### config.mk
export PLATFORM = sky130hd
export DESIGN_NAME = vectored_interrupt_arbiter
export DESIGN_NICKNAME = d
export VERILOG_FILES = /design/src/rtl/via_pkg.sv /design/src/rtl/via_prio_if.sv /design/src/rtl/vectored_interrupt_arbiter.sv /design/src/rtl/via_prio_enc.sv
export VERILOG_INCLUDE_DIRS = /design/src /design/src/rtl
export SDC_FILE = /design/constraint.sdc
export NUM_CORES = 1
export LEC_CHECK = 0
export ABC_AREA = 1
export BUFFER_PORTS_ARGS = -buffer_cell sky130_fd_sc_hd__buf_4
export CAP_MARGIN = 10
export CORE_ASPECT_RATIO = 0.6
export CORE_UTILIZATION = 30
export CTS_CLUSTER_SIZE = 25
export DETAILED_ROUTE_END_ITERATION = 10
export PLACE_DENSITY_LB_ADDON = 0.1
export SKIP_LAST_GASP = 1
export SLEW_MARGIN = 25
export SYNTH_ARGS = -nofsm -noshare
export SYNTH_HDL_FRONTEND = slang
export SYNTH_SLANG_ARGS = --single-unit
### constraint.sdc
create_clock -name core_clk -period 2.2 [get_ports core_clk]
set_input_delay 0.44 -clock core_clk [delete_from_list [all_inputs] [get_ports core_clk]]
set_output_delay 0.44 -clock core_clk [all_outputs]
set_load 0.01 [all_outputs]
### src/rtl/via_params.svh
// Constants for the vectored interrupt arbiter
`ifndef VIA_PARAMS_SVH
`define VIA_PARAMS_SVH
`define VIA_CODE_BASE   8'hE0
`define VIA_CODE_TOP    8'hFE
`define VIA_CODE_STEP   8'h02
`define VIA_NUM_RANKS   16
`define VIA_NUM_SRC     13
`define VIA_PC_W        15
`define VIA_BLOCK_LAST  8'hFF
`define VIA_BLOCK_INC   7'h01
`define VIA_ZERO_BYTE   8'h00
`define VIA_ZERO_PC     15'h0000
`define VIA_ZERO_SRC    13'h0000
`define VIA_ZERO_HI     7'h00
`define VIA_ADDR_INC    15'h0001
`define VIA_CODE_EXT    8'hFA
`define VIA_CODE_IDLE_TMR 8'hF8
`define VIA_CODE_TMR1A  8'hF6
`define VIA_CODE_SERIAL 8'hF2
`define VIA_CODE_UART_RX 8'hEE
`define VIA_CODE_TMR3B  8'hE4
`define VIA_CODE_PORT_L 8'hE2
`define VIA_CODE_RSV_HI 8'hFC
`define VIA_CODE_RSV_LO 8'hF0
`endif

### src/rtl/via_pkg.sv
// Types for the vectored interrupt arbiter
package via_pkg;
  typedef enum logic [1:0] {
    VIA_IDLE,
    VIA_FETCH_HI,
    VIA_FETCH_LO,
    VIA_LOAD
  } via_state_t;
endpackage

### src/rtl/via_prio_if.sv
// Request and code bundle between dispatch sequencer and priority encoder
`timescale 1ns/1ns
interface via_prio_if;
  logic [12:0] active;  // Enabled-and-pending sources, bit 0 = trap
  logic [7:0]  code;    // Even low byte E0..FE
  modport enc (input active, output code);
  modport seq (output active, input code);
endinterface

### src/rtl/vectored_interrupt_arbiter.sv
// Vector dispatch: arbitration, PC low byte replace and vector fetch
`timescale 1ns/1ns
`include "via_params.svh"
module vectored_interrupt_arbiter
  import via_pkg::*;
(
  input  wire logic        core_clk,     // Instruction clock
  input  wire logic        srst,         // Synchronous reset, high
  input  wire logic        dispatch,     // First cycle of dispatch instruction
  input  wire logic [14:0] dispatch_pc,  // Address of the dispatch instruction
  input  wire logic        trap_active,  // Software trap pending
  input  wire logic [11:0] irq_pending,  // Maskable pending, rank order
  input  wire logic [11:0] irq_enable,   // Maskable enables, rank order
  input  wire logic        mem_ready,    // Program memory byte valid
  input  wire logic [7:0]  mem_rdata,    // Program memory byte
  output logic             mem_req,      // Program memory read strobe
  output logic [14:0]      mem_addr,     // Program memory address
  output logic [7:0]       vec_code,     // Chosen low byte code
  output logic             pc_load,      // One-cycle PC load pulse
  output logic [14:0]      pc_value,     // New PC value
  output logic             busy          // Dispatch in progress
);
  // All module state
  typedef struct packed {
    via_state_t  st;
    logic        mem_req;
    logic [14:0] mem_addr;
    logic [7:0]  code;
    logic [6:0]  vec_hi;
    logic        pc_load;
    logic [14:0] pc_value;
    logic        busy;
  } via_regs_t;

  via_regs_t     r;       // Current state
  via_regs_t     next_r;  // Next state
  via_prio_if    pif ();  // Link to encoder
  logic [6:0]    page;    // Table page number

  // Maskable sources gate enable with pending
  assign pif.active = {irq_pending & irq_enable, trap_active};

  // Encoder instance
  via_prio_enc u_enc (
    .p (pif)
  );

  // Page holding the table, next page when dispatch sits on last byte
  always_comb begin
    if (dispatch_pc[7:0] == `VIA_BLOCK_LAST) begin
      page = 7'(dispatch_pc[14:8] + `VIA_BLOCK_INC);
    end else begin
      page = dispatch_pc[14:8];
    end
  end

  // Next state logic
  always_comb begin
    next_r         = r;
    next_r.pc_load = 1'b0;
    unique case (r.st)
      VIA_IDLE: begin
        if (dispatch) begin
          // Code latched once, later changes ignored
          next_r.code     = pif.code;
          next_r.mem_addr = {page, pif.code};
          next_r.mem_req  = 1'b1;
          next_r.busy     = 1'b1;
          next_r.st       = VIA_FETCH_HI;
        end
      end
      VIA_FETCH_HI: begin
        if (mem_ready) begin
          next_r.vec_hi   = mem_rdata[6:0];
          next_r.mem_addr = 15'(r.mem_addr + `VIA_ADDR_INC);
          next_r.st       = VIA_FETCH_LO;
        end
      end
      VIA_FETCH_LO: begin
        if (mem_ready) begin
          next_r.mem_req  = 1'b0;
          next_r.pc_value = {r.vec_hi, mem_rdata};
          next_r.pc_load  = 1'b1;
          next_r.st       = VIA_LOAD;
        end
      end
      VIA_LOAD: begin
        next_r.busy = 1'b0;
        next_r.st   = VIA_IDLE;
      end
    endcase
  end

  // State register
  always_ff @(posedge core_clk) begin
    if (srst) begin
      r <= '{st: VIA_IDLE, mem_req: 1'b0, mem_addr: `VIA_ZERO_PC,
             code: `VIA_CODE_BASE, vec_hi: `VIA_ZERO_HI, pc_load: 1'b0,
             pc_value: `VIA_ZERO_PC, busy: 1'b0};
    end else begin
      r <= next_r;
    end
  end

  // Outputs straight from flops
  assign mem_req  = r.mem_req;
  assign mem_addr = r.mem_addr;
  assign vec_code = r.code;
  assign pc_load  = r.pc_load;
  assign pc_value = r.pc_value;
  assign busy     = r.busy;

  // Trap forces code FE at dispatch
  a_trap_code: assert property (
    @(posedge core_clk) disable iff (srst)
    (r.st == VIA_IDLE && dispatch && trap_active) |=> vec_code == `VIA_CODE_TOP)
    else $error("trap did not give FE");

  // External pin gives FA without trap
  a_ext_code: assert property (
    @(posedge core_clk) disable iff (srst)
    (r.st == VIA_IDLE && dispatch && !trap_active && irq_pending[0] && irq_enable[0])
    |=> vec_code == `VIA_CODE_EXT)
    else $error("external pin did not give FA");

  // Nothing active gives E0
  a_default_code: assert property (
    @(posedge core_clk) disable iff (srst)
    (r.st == VIA_IDLE && dispatch && !trap_active && (irq_pending & irq_enable) == 12'h000)
    |=> vec_code == `VIA_CODE_BASE)
    else $error("default code not E0");

  // Code is even and in range
  a_code_even: assert property (
    @(posedge core_clk) disable iff (srst)
    busy |-> (vec_code[0] == 1'b0 && vec_code >= `VIA_CODE_BASE))
    else $error("code odd or out of range");

  // Reserved slots never chosen
  a_no_reserved: assert property (
    @(posedge core_clk) disable iff (srst)
    busy |-> (vec_code != `VIA_CODE_RSV_HI && vec_code != `VIA_CODE_RSV_LO))
    else $error("reserved slot chosen");

  // Code holds through dispatch
  a_code_stable: assert property (
    @(posedge core_clk) disable iff (srst)
    (busy && $past(busy)) |-> $stable(vec_code))
    else $error("code changed during dispatch");

  // First fetch addresses the code in the table page
  a_fetch_addr: assert property (
    @(posedge core_clk) disable iff (srst)
    (r.st == VIA_IDLE && dispatch) |=> (mem_req && mem_addr[7:0] == vec_code))
    else $error("fetch address low byte wrong");

  // Last-byte dispatch uses next page
  a_next_page: assert property (
    @(posedge core_clk) disable iff (srst)
    (r.st == VIA_IDLE && dispatch && dispatch_pc[7:0] == `VIA_BLOCK_LAST)
    |=> mem_addr[14:8] == 7'($past(dispatch_pc[14:8]) + `VIA_BLOCK_INC))
    else $error("table page wrong");

  // Low byte follows high byte address
  a_lo_after_hi: assert property (
    @(posedge core_clk) disable iff (srst)
    (r.st == VIA_FETCH_HI && mem_ready)
    |=> mem_addr == 15'($past(mem_addr) + `VIA_ADDR_INC))
    else $error("second byte address wrong");

  // PC load carries the second fetched byte in its low bits
  a_pc_load: assert property (
    @(posedge core_clk) disable iff (srst)
    (r.st == VIA_FETCH_LO && mem_ready)
    |=> (pc_load && pc_value[7:0] == $past(mem_rdata)))
    else $error("vector not loaded");

  // Idle timer highest active gives F8
  a_timer0_code: assert property (
    @(posedge core_clk) disable iff (srst)
    (r.st == VIA_IDLE && dispatch && !(|pif.active[1:0]) && pif.active[2])
    |=> vec_code == `VIA_CODE_IDLE_TMR)
    else $error("idle timer did not give F8");

  // Timer one A highest active gives F6
  a_timer1a_code: assert property (
    @(posedge core_clk) disable iff (srst)
    (r.st == VIA_IDLE && dispatch && !(|pif.active[2:0]) && pif.active[3])
    |=> vec_code == `VIA_CODE_TMR1A)
    else $error("timer one A did not give F6");

  // Serial busy-falling highest active gives F2
  a_serial_code: assert property (
    @(posedge core_clk) disable iff (srst)
    (r.st == VIA_IDLE && dispatch && !(|pif.active[4:0]) && pif.active[5])
    |=> vec_code == `VIA_CODE_SERIAL)
    else $error("serial did not give F2");

  // UART receive highest active gives EE
  a_uart_rx_code: assert property (
    @(posedge core_clk) disable iff (srst)
    (r.st == VIA_IDLE && dispatch && !(|pif.active[5:0]) && pif.active[6])
    |=> vec_code == `VIA_CODE_UART_RX)
    else $error("uart receive did not give EE");

  // Timer three B highest active gives E4
  a_timer3b_code: assert property (
    @(posedge core_clk) disable iff (srst)
    (r.st == VIA_IDLE && dispatch && !(|pif.active[10:0]) && pif.active[11])
    |=> vec_code == `VIA_CODE_TMR3B)
    else $error("timer three B did not give E4");

  // Port L edge alone gives E2
  a_port_l_code: assert property (
    @(posedge core_clk) disable iff (srst)
    (r.st == VIA_IDLE && dispatch && !(|pif.active[11:0]) && pif.active[12])
    |=> vec_code == `VIA_CODE_PORT_L)
    else $error("port L did not give E2");

  // Enable bits gate pending bits
  a_mask_gate: assert property (
    @(posedge core_clk) disable iff (srst)
    (r.st == VIA_IDLE && dispatch && !trap_active && irq_enable == 12'h000)
    |=> vec_code == `VIA_CODE_BASE)
    else $error("disabled source was chosen");

  // Code holds while no dispatch arrives
  a_code_hold_idle: assert property (
    @(posedge core_clk) disable iff (srst)
    (r.st == VIA_IDLE && !dispatch) |=> $stable(vec_code))
    else $error("code changed without dispatch");

  // Dispatch while busy is refused
  a_busy_refuse: assert property (
    @(posedge core_clk) disable iff (srst)
    (busy && dispatch) |=> $stable(vec_code))
    else $error("dispatch taken while busy");

  // Sequencer frees itself for the next arbitration
  a_rearb_ready: assert property (
    @(posedge core_clk) disable iff (srst)
    (r.st == VIA_LOAD) |=> (!busy && r.st == VIA_IDLE))
    else $error("not ready for next dispatch");

  // PC load lasts one cycle
  a_load_pulse: assert property (
    @(posedge core_clk) disable iff (srst)
    pc_load |=> !pc_load)
    else $error("pc load longer than one cycle");

  // PC upper bits come from the first byte
  a_pc_high: assert property (
    @(posedge core_clk) disable iff (srst)
    (r.st == VIA_FETCH_LO && mem_ready)
    |=> pc_value[14:8] == $past(r.vec_hi))
    else $error("pc upper bits wrong");

  // First byte captured, top bit dropped
  a_hi_capture: assert property (
    @(posedge core_clk) disable iff (srst)
    (r.st == VIA_FETCH_HI && mem_ready)
    |=> r.vec_hi == $past(mem_rdata[6:0]))
    else $error("high byte not captured");

  // Address and request hold through wait states
  a_addr_hold: assert property (
    @(posedge core_clk) disable iff (srst)
    ((r.st == VIA_FETCH_HI || r.st == VIA_FETCH_LO) && !mem_ready)
    |=> ($stable(mem_addr) && mem_req))
    else $error("fetch request moved during wait");

  // Request ends with the load pulse
  a_req_drop: assert property (
    @(posedge core_clk) disable iff (srst)
    pc_load |-> !mem_req)
    else $error("request still high at load");

  // Ordinary dispatch keeps its own page
  a_same_page: assert property (
    @(posedge core_clk) disable iff (srst)
    (r.st == VIA_IDLE && dispatch && dispatch_pc[7:0] != `VIA_BLOCK_LAST)
    |=> mem_addr[14:8] == $past(dispatch_pc[14:8]))
    else $error("table page not the dispatch page");

  // Accepted dispatch raises busy
  a_busy_span: assert property (
    @(posedge core_clk) disable iff (srst)
    (r.st == VIA_IDLE && dispatch) |=> busy)
    else $error("busy not raised on dispatch");

  // Idle sequencer holds request, load pulse and busy low
  a_idle_quiet: assert property (
    @(posedge core_clk) disable iff (srst)
    (r.st == VIA_IDLE) |-> (!mem_req && !pc_load && !busy))
    else $error("outputs active while idle");
endmodule

### src/rtl/via_prio_enc.sv
// Fixed-priority encoder producing the vector low byte
`timescale 1ns/1ns
`include "via_params.svh"
module via_prio_enc
  import via_pkg::*;
(
  via_prio_if.enc p
);
  // Rank of each source bit, 1 = highest; reserved ranks 2 and 8 unused
  function automatic logic [7:0] via_rank_code(input int unsigned idx);
    int unsigned rank;
    rank = (idx == 0) ? 1 : (idx < 6) ? idx + 2 : idx + 3;
    via_rank_code = 8'(`VIA_CODE_TOP - 8'(`VIA_CODE_STEP * (rank - 1)));
  endfunction

  // Scan from lowest to highest so the highest active wins
  always_comb begin
    p.code = `VIA_CODE_BASE;
    for (int i = `VIA_NUM_SRC - 1; i >= 0; i--) begin
      if (p.active[i]) begin
        p.code = via_rank_code(i);
      end
    end
  end
endmodule

---- Word-level counts from Yosys, hierarchy flattened ----
Index checks and enable logic that the tools add are counted.
word-level totals
  register bits ........................... 50
operators by class
  add/subtract/negate cells ............... 2
  equality and inequality tests ........... 7
  muxes and demuxes ....................... 24
  bitwise gates (word level) .............. 2
  reductions and logical operators ........ 12
operators with widths
  operator                                              count
  two-way mux 5 bit                                     6
  one-hot mux 15 bit (2 select lines)                   1
  two-way mux 26 bit                                    1
  two-way mux 16 bit                                    1
  two-way mux 4 bit                                     4
  adder 15 x 1 -> 15 bit (second input constant)        1
  two-way mux 15 bit                                    1
  AND 12 bit                                            1
  two-way mux 3 bit                                     3
  AND reduction 3 bit                                   3
  equality test 8 bit (second input constant)           1
  one-hot mux 2 bit (4 select lines)                    1
  AND reduction 2 bit                                   4
  adder 7 x 1 -> 7 bit (second input constant)          1
  two-way mux 7 bit                                     1
  inequality test 2 bit (second input constant)         3
  nonzero test 2 bit                                    3
  equality test 2 bit (second input constant)           2
  two-way mux 2 bit                                     2
  one-hot mux 1 bit (2 select lines)                    2
  equality test 2 x 1 -> 1 bit (second input constant)  1
  zero test 2 bit                                       1
  OR reduction 2 bit                                    1
  two-way mux 1 bit                                     1
  inverter 1 bit                                        1

---- Longest topological paths before layout ----
  depth in word-level cells ............... 16
  mapped depth ............................ 14
  gate-level depth less buffers ........... 14

---- Hierarchy ----
A second synthesis with hierarchy kept.
second synthesis, totals
  cells, all modules ...................... 460
  area, all modules ....................... 2996.6 µm²
by module, submodules not included
  module                      times used  cells an instance  area each (µm²)  sequential area each (µm²)
  vectored_interrupt_arbiter  1           421                2822.7           1001.0
  via_prio_enc                1           39                 173.9            0.0

---- Least setup slack after synthesis ----
Ideal clock, no wire load.
  path type ............................... reg-to-reg
  start ................................... register r[49] in the netlist's numbering
  end ..................................... register r, in the netlist mem_addr[10]
  setup time .............................. 0.122 ns
  arrival time ............................ 1.380 ns
  data required time ...................... 2.078 ns
  slack ................................... 0.698 ns
  cell stages (with the launch flop) ...... 8
  buffers on the path ..................... 1
  period minus slack after synthesis ...... 1.502 ns
  cell sequence ........................... dfxtp_1 > inv_1 > ha_1 > o211ai_2 > inv_1 > buf_2 > o21ai_0 > a21oi_1
on the way
  word-level cells in the longest chain between the ends .. 3
RTL lines
  what                                                                          RTL line                           source
  start, declared                                                               vectored_interrupt_arbiter.sv:35   via_regs_t r;
  start signal, assigned                                                        vectored_interrupt_arbiter.sv:97   r <= '{st: VIA_IDLE, mem_req: 1'b0, mem_addr: `VIA_ZERO_PC,
  start signal, assigned                                                        vectored_interrupt_arbiter.sv:101  r <= next_r;
  equality test 2 x 1 -> 1 bit / zero test 2 bit (equally long branches)        vectored_interrupt_arbiter.sv:61   unique case (r.st)
  inequality test 2 bit (no line) / nonzero test 2 bit (equally long branches)  n/a
  AND reduction 3 bit (no line)                                                 n/a
Parallel ways exist; a longest one is shown, timed or not.
A chain may end at the register's enable or synchronous reset.

---- Worst setup path in the final report ----
  start ................................... register r[48] in the netlist's numbering
  end ..................................... register r, in the netlist mem_addr[7]
Same word-level chain as after synthesis.

==> results.md <==
| Result | Value | Unit |
|:---|:---|:---|
| Count of yosys warnings during synthesis | 0 | - |
| TritonCTS clock tree | yes | - |
| Vertical die dimension | 75.7 | um |
| Routed WL | 7020 | um |
| Final Worst Setup Slack | 537 | ps |
| H-Tree Depth | 2 | - |
| Starting utilization of the core area | 0.313 | - |
| Path type of the worst setup path | reg -> reg | - |
| Post-detailed-route DRC marker count | 18 | - |
| Cells after Synth | 397 | - |
| Overall die area | 0.00944 | sq mm |
| Final total power | 3.78 | mW |
| Post-DR vias/cell | 4.41 | - |
| Leftover overflow at the end of global routing | 0 | - |
| Startpoint of the most critical hold path | mem_rdata[7] | - |
| Design Area, Final | 0.00338 | sq mm |
| Cell area after synthesis | 0.00271 | sq mm |
| Cells resized by post-CTS repair | 0 | - |
| Crit path cell chain | inv_1 -> ha_1 -> nand2_1 -> o211ai_2 -> buf_4 -> nor2_1 -> nand2_1 -> a21oi_1 -> nor3_1 | - |
| Total of max-cap violations | 0 | - |
| GR Util All Layers | 0.152 | - |
| Final ANT Viol Nets | 0 | - |
| Worst reg-to-reg path cell count | 9 | - |
| Yosys cell types | 35 | - |
| Post-CTS setup repair buffer count | 0 | - |
| Capturing element type of the critical path | register | - |
| Final core utilization | 0.390 | - |
| End point of the most critical hold path | pc_value[7]$_SDFFE_PP0P_ | - |
| Worst vdd rail ir drop | 0.439 | mV |
| Crit path DAT | 1830 | ps |
| Area growth from synthesis to layout | 24.5 | % |
| Cells after DPL | 558 | - |
| Violated checks | design-rule violations | - |
| Setup slack after placement | 548 | ps |
| Number of port buffers | 88 | - |
| Pin count of the biggest net entering global routing | 24 | - |
| Maximum clock frequency | 0.601 | GHz |
| Global-route wire length before repair | 11,300 | um |
| Largest delay contributor family on the critical path | simple AND/OR/NAND/NOR gates | - |
| Diodes inserted | 0 | - |
| Register bit total from synthesis | 46 | - |
| End of the worst register-to-register path | mem_addr[7]$_SDFFE_PP0P_ | - |
| Clk Latency, worst-skew pair | 290 | ps |
| Clock Skews | 8.73 | ps |
| Vias in the first global route | 2,262 | - |
| Routability congestion estimate from global placement | 0.827 | - |
| Cell with the most instances on the worst path | sky130_fd_sc_hd__nand2_1 | - |
| Clock Sink Count | 46 | - |
| Share of synthesized area occupied by flip-flops and latches | 0.339 | - |
| Maximum fanout along the worst path | 9 | - |
| Wire per inst | 12.4 | um |
| Result of the run | finished, violations left | - |
| Mean post-synth cell area | 6.83 | sq um |
| Fraction of the cycle the final worst path needs | 0.756 | - |
| Worst slew slack as a fraction of its limit | 0.662 | - |
| Max Buffers Root-to-Sink | 2 | - |
| Post-layout min period | 1660 | ps |
| Setup TNS Final | 0 | ps |
| Root buffer cell | sky130_fd_sc_hd__clkbuf_16 | - |
| Max-slew violations | 0 | - |
| Count of TritonRoute iterations in the first routing pass | 7 | - |
| Count of boundary I/O pins | 93 | - |
| Number of antenna violations at the first check in global routing | 0 | - |
| Reg2Reg Setup Slack | 540 | ps |
| Endpoints failing setup | 0 | - |
| Class of the most critical hold timing path | in -> reg | - |
| Worst-Margin Slew | 507 | ps |
| Clock edge transition at the registers on the reported setup and hold paths | 70 | ps |
| Die X | 125 | um |
| Final non-filler cell total | 565 | - |
| Num CTS Buffers | 5 | - |
| Setup repair after global routing missed its margin | false | - |
| Layout net count | 511 | - |
| Element type at the critical path start | register | - |
| Vias after detailed routing | 2,494 | - |
| Startpoint of the worst-slack reg-to-reg timing path | r[48]$_SDFFE_PP0P_ | - |
| Cell Rows | 26 | - |
| Leak Pwr | 1.60 | nW |
| Ratio of total power to cell area | 1120 | mW/mm^2 |
| Required time of the worst setup path | 2370 | ps |
| Area of the placeable core | 0.00865 | sq mm |
| Post-detailed-placement half-perimeter wirelength | 5480 | um |
| Proportion of layout cells with a drive suffix above 1 | 0.263 | - |
| Standard cell with the maximum stage delay on the critical path | sky130_fd_sc_hd__dfxtp_1 | - |
| Worst hold path cell count | 3 | - |
| Hold Slack | 409 | ps |
| Hold Violations, Final | 0 | - |
| Number of hold buffers added after CTS | 0 | - |
| 1st-iter DRT viols | 135 | - |
| Critical path buffer and inverter count | 2 | - |
| Placed inst area | 0.00324 | sq mm |
| Critical path depth in cells | 9 | - |
| Delay contributed by the slowest stage of the critical path | 360 | ps |
==> synthesized netlist by cell type, drive strengths merged <==
cell type	count	share of area
a211oi	2	0.0055
a21o	1	0.0028
a21oi	19	0.035
a31oi	6	0.014
buf	43	0.11
clkbuf	5	0.0069
conb	2	0.0028
dfxtp	46	0.34
ha	6	0.028
inv	37	0.051
nand2	72	0.10
nand3	14	0.036
nand4	2	0.0046
nor2	69	0.10
nor3	7	0.019
nor4	2	0.0046
o211ai	2	0.0074
o21ai	54	0.10
o21bai	4	0.012
or2	1	0.0023
xnor2	1	0.0032
xor2	2	0.0065
==> final cells by class <==
cell class / count / area, sq um
Fill cell: 952 / 5280
Multi-Input combinational cell: 268 / 1330
Sequential cell: 46 / 921
Timing Repair Buffer: 95 / 713
Tap cell: 112 / 140
Inverter: 37 / 139
Clock buffer: 5 / 125
Clock inverter: 2 / 10.0
==> flip-flops by register name, summed over array words and instances (netlist names) <==
signal    flops
r             9
pc_load       1
busy          1
mem_addr     15
pc_value     15
vec_code      4
mem_req       1
==> worst reg2reg max path: stages, from the launching register on <==
cell and delay, ps:
sky130_fd_sc_hd__dfxtp_1 360, sky130_fd_sc_hd__inv_1 90, sky130_fd_sc_hd__ha_1 250, sky130_fd_sc_hd__nand2_1 140, sky130_fd_sc_hd__o211ai_2 110, sky130_fd_sc_hd__buf_4 180
sky130_fd_sc_hd__nor2_1 160, sky130_fd_sc_hd__nand2_1 70, sky130_fd_sc_hd__a21oi_1 130, sky130_fd_sc_hd__nor3_1 60
==> cells by family (layout without fill, tap and decap cells) <==
kind of cell	count (synthesis)	after routing	share of synthesized area
XOR/XNOR	3	3	0.00969
adder cells (fa/ha/maj)	6	6	0.0277
AO/OA/AOI/OAI	88	88	0.177
AND/OR/NAND/NOR	167	167	0.271
flip-flops	46	46	0.339
buffers and inverters	85	139	0.173
other	2	4	0.00277
==> per-layer routing <==
layer | track usage | vias to the layer above | part of all wire
met1 | 0.227 | 1075 | 0.56
met5 | 0 | - | 0
met2 | 0.213 | 63 | 0.36
met3 | 0.0471 | 2 | 0.074
met4 | 0.0288 | 0 | 0.0029
li1 | - | 1354 | -
==> placed cells by master (no fill, tap or decap), types with 3 or more instances in the layout <==
| cell type | n |
|---|---|
| sky130_fd_sc_hd__buf_4 | 95 |
| sky130_fd_sc_hd__nand2_1 | 70 |
| sky130_fd_sc_hd__nor2_1 | 65 |
| sky130_fd_sc_hd__o21ai_0 | 52 |
| sky130_fd_sc_hd__dfxtp_1 | 46 |
| sky130_fd_sc_hd__inv_1 | 35 |
| sky130_fd_sc_hd__a21oi_1 | 19 |
| sky130_fd_sc_hd__nand3_1 | 10 |
| sky130_fd_sc_hd__a31oi_1 | 6 |
| sky130_fd_sc_hd__ha_1 | 6 |
| sky130_fd_sc_hd__nor3_1 | 5 |
| sky130_fd_sc_hd__clkbuf_16 | 5 |
| sky130_fd_sc_hd__conb_1 | 4 |
| sky130_fd_sc_hd__nand3_2 | 3 |
| sky130_fd_sc_hd__o21bai_1 | 3 |
==> report_power, final <==
part | total (mW) | switching [mW] | internal, mW | leakage [nW]
combinational | 1.72 | 0.985 | 0.738 | 1.15
sequential | 1.34 | 0.236 | 1.10 | 0.378
clock | 0.724 | 0.313 | 0.411 | 0.0694
==> worst max path at each step <==
stage | from | endpoint
after floorplan | r[49]$_SDFFE_PP0P_ | mem_addr[10]$_SDFFE_PP0P_
after global placement | srst | pc_value[6]$_SDFFE_PP0P_
after detailed placement | r[48]$_SDFFE_PP0P_ | mem_addr[7]$_SDFFE_PP0P_
after CTS | r[48]$_SDFFE_PP0P_ | mem_addr[7]$_SDFFE_PP0P_
after global routing | r[49]$_SDFFE_PP0P_ | r[20]$_SDFFE_PP0P_
final | r[48]$_SDFFE_PP0P_ | mem_addr[7]$_SDFFE_PP0P_
No activity file was read; power rests on OpenSTA's default activity.
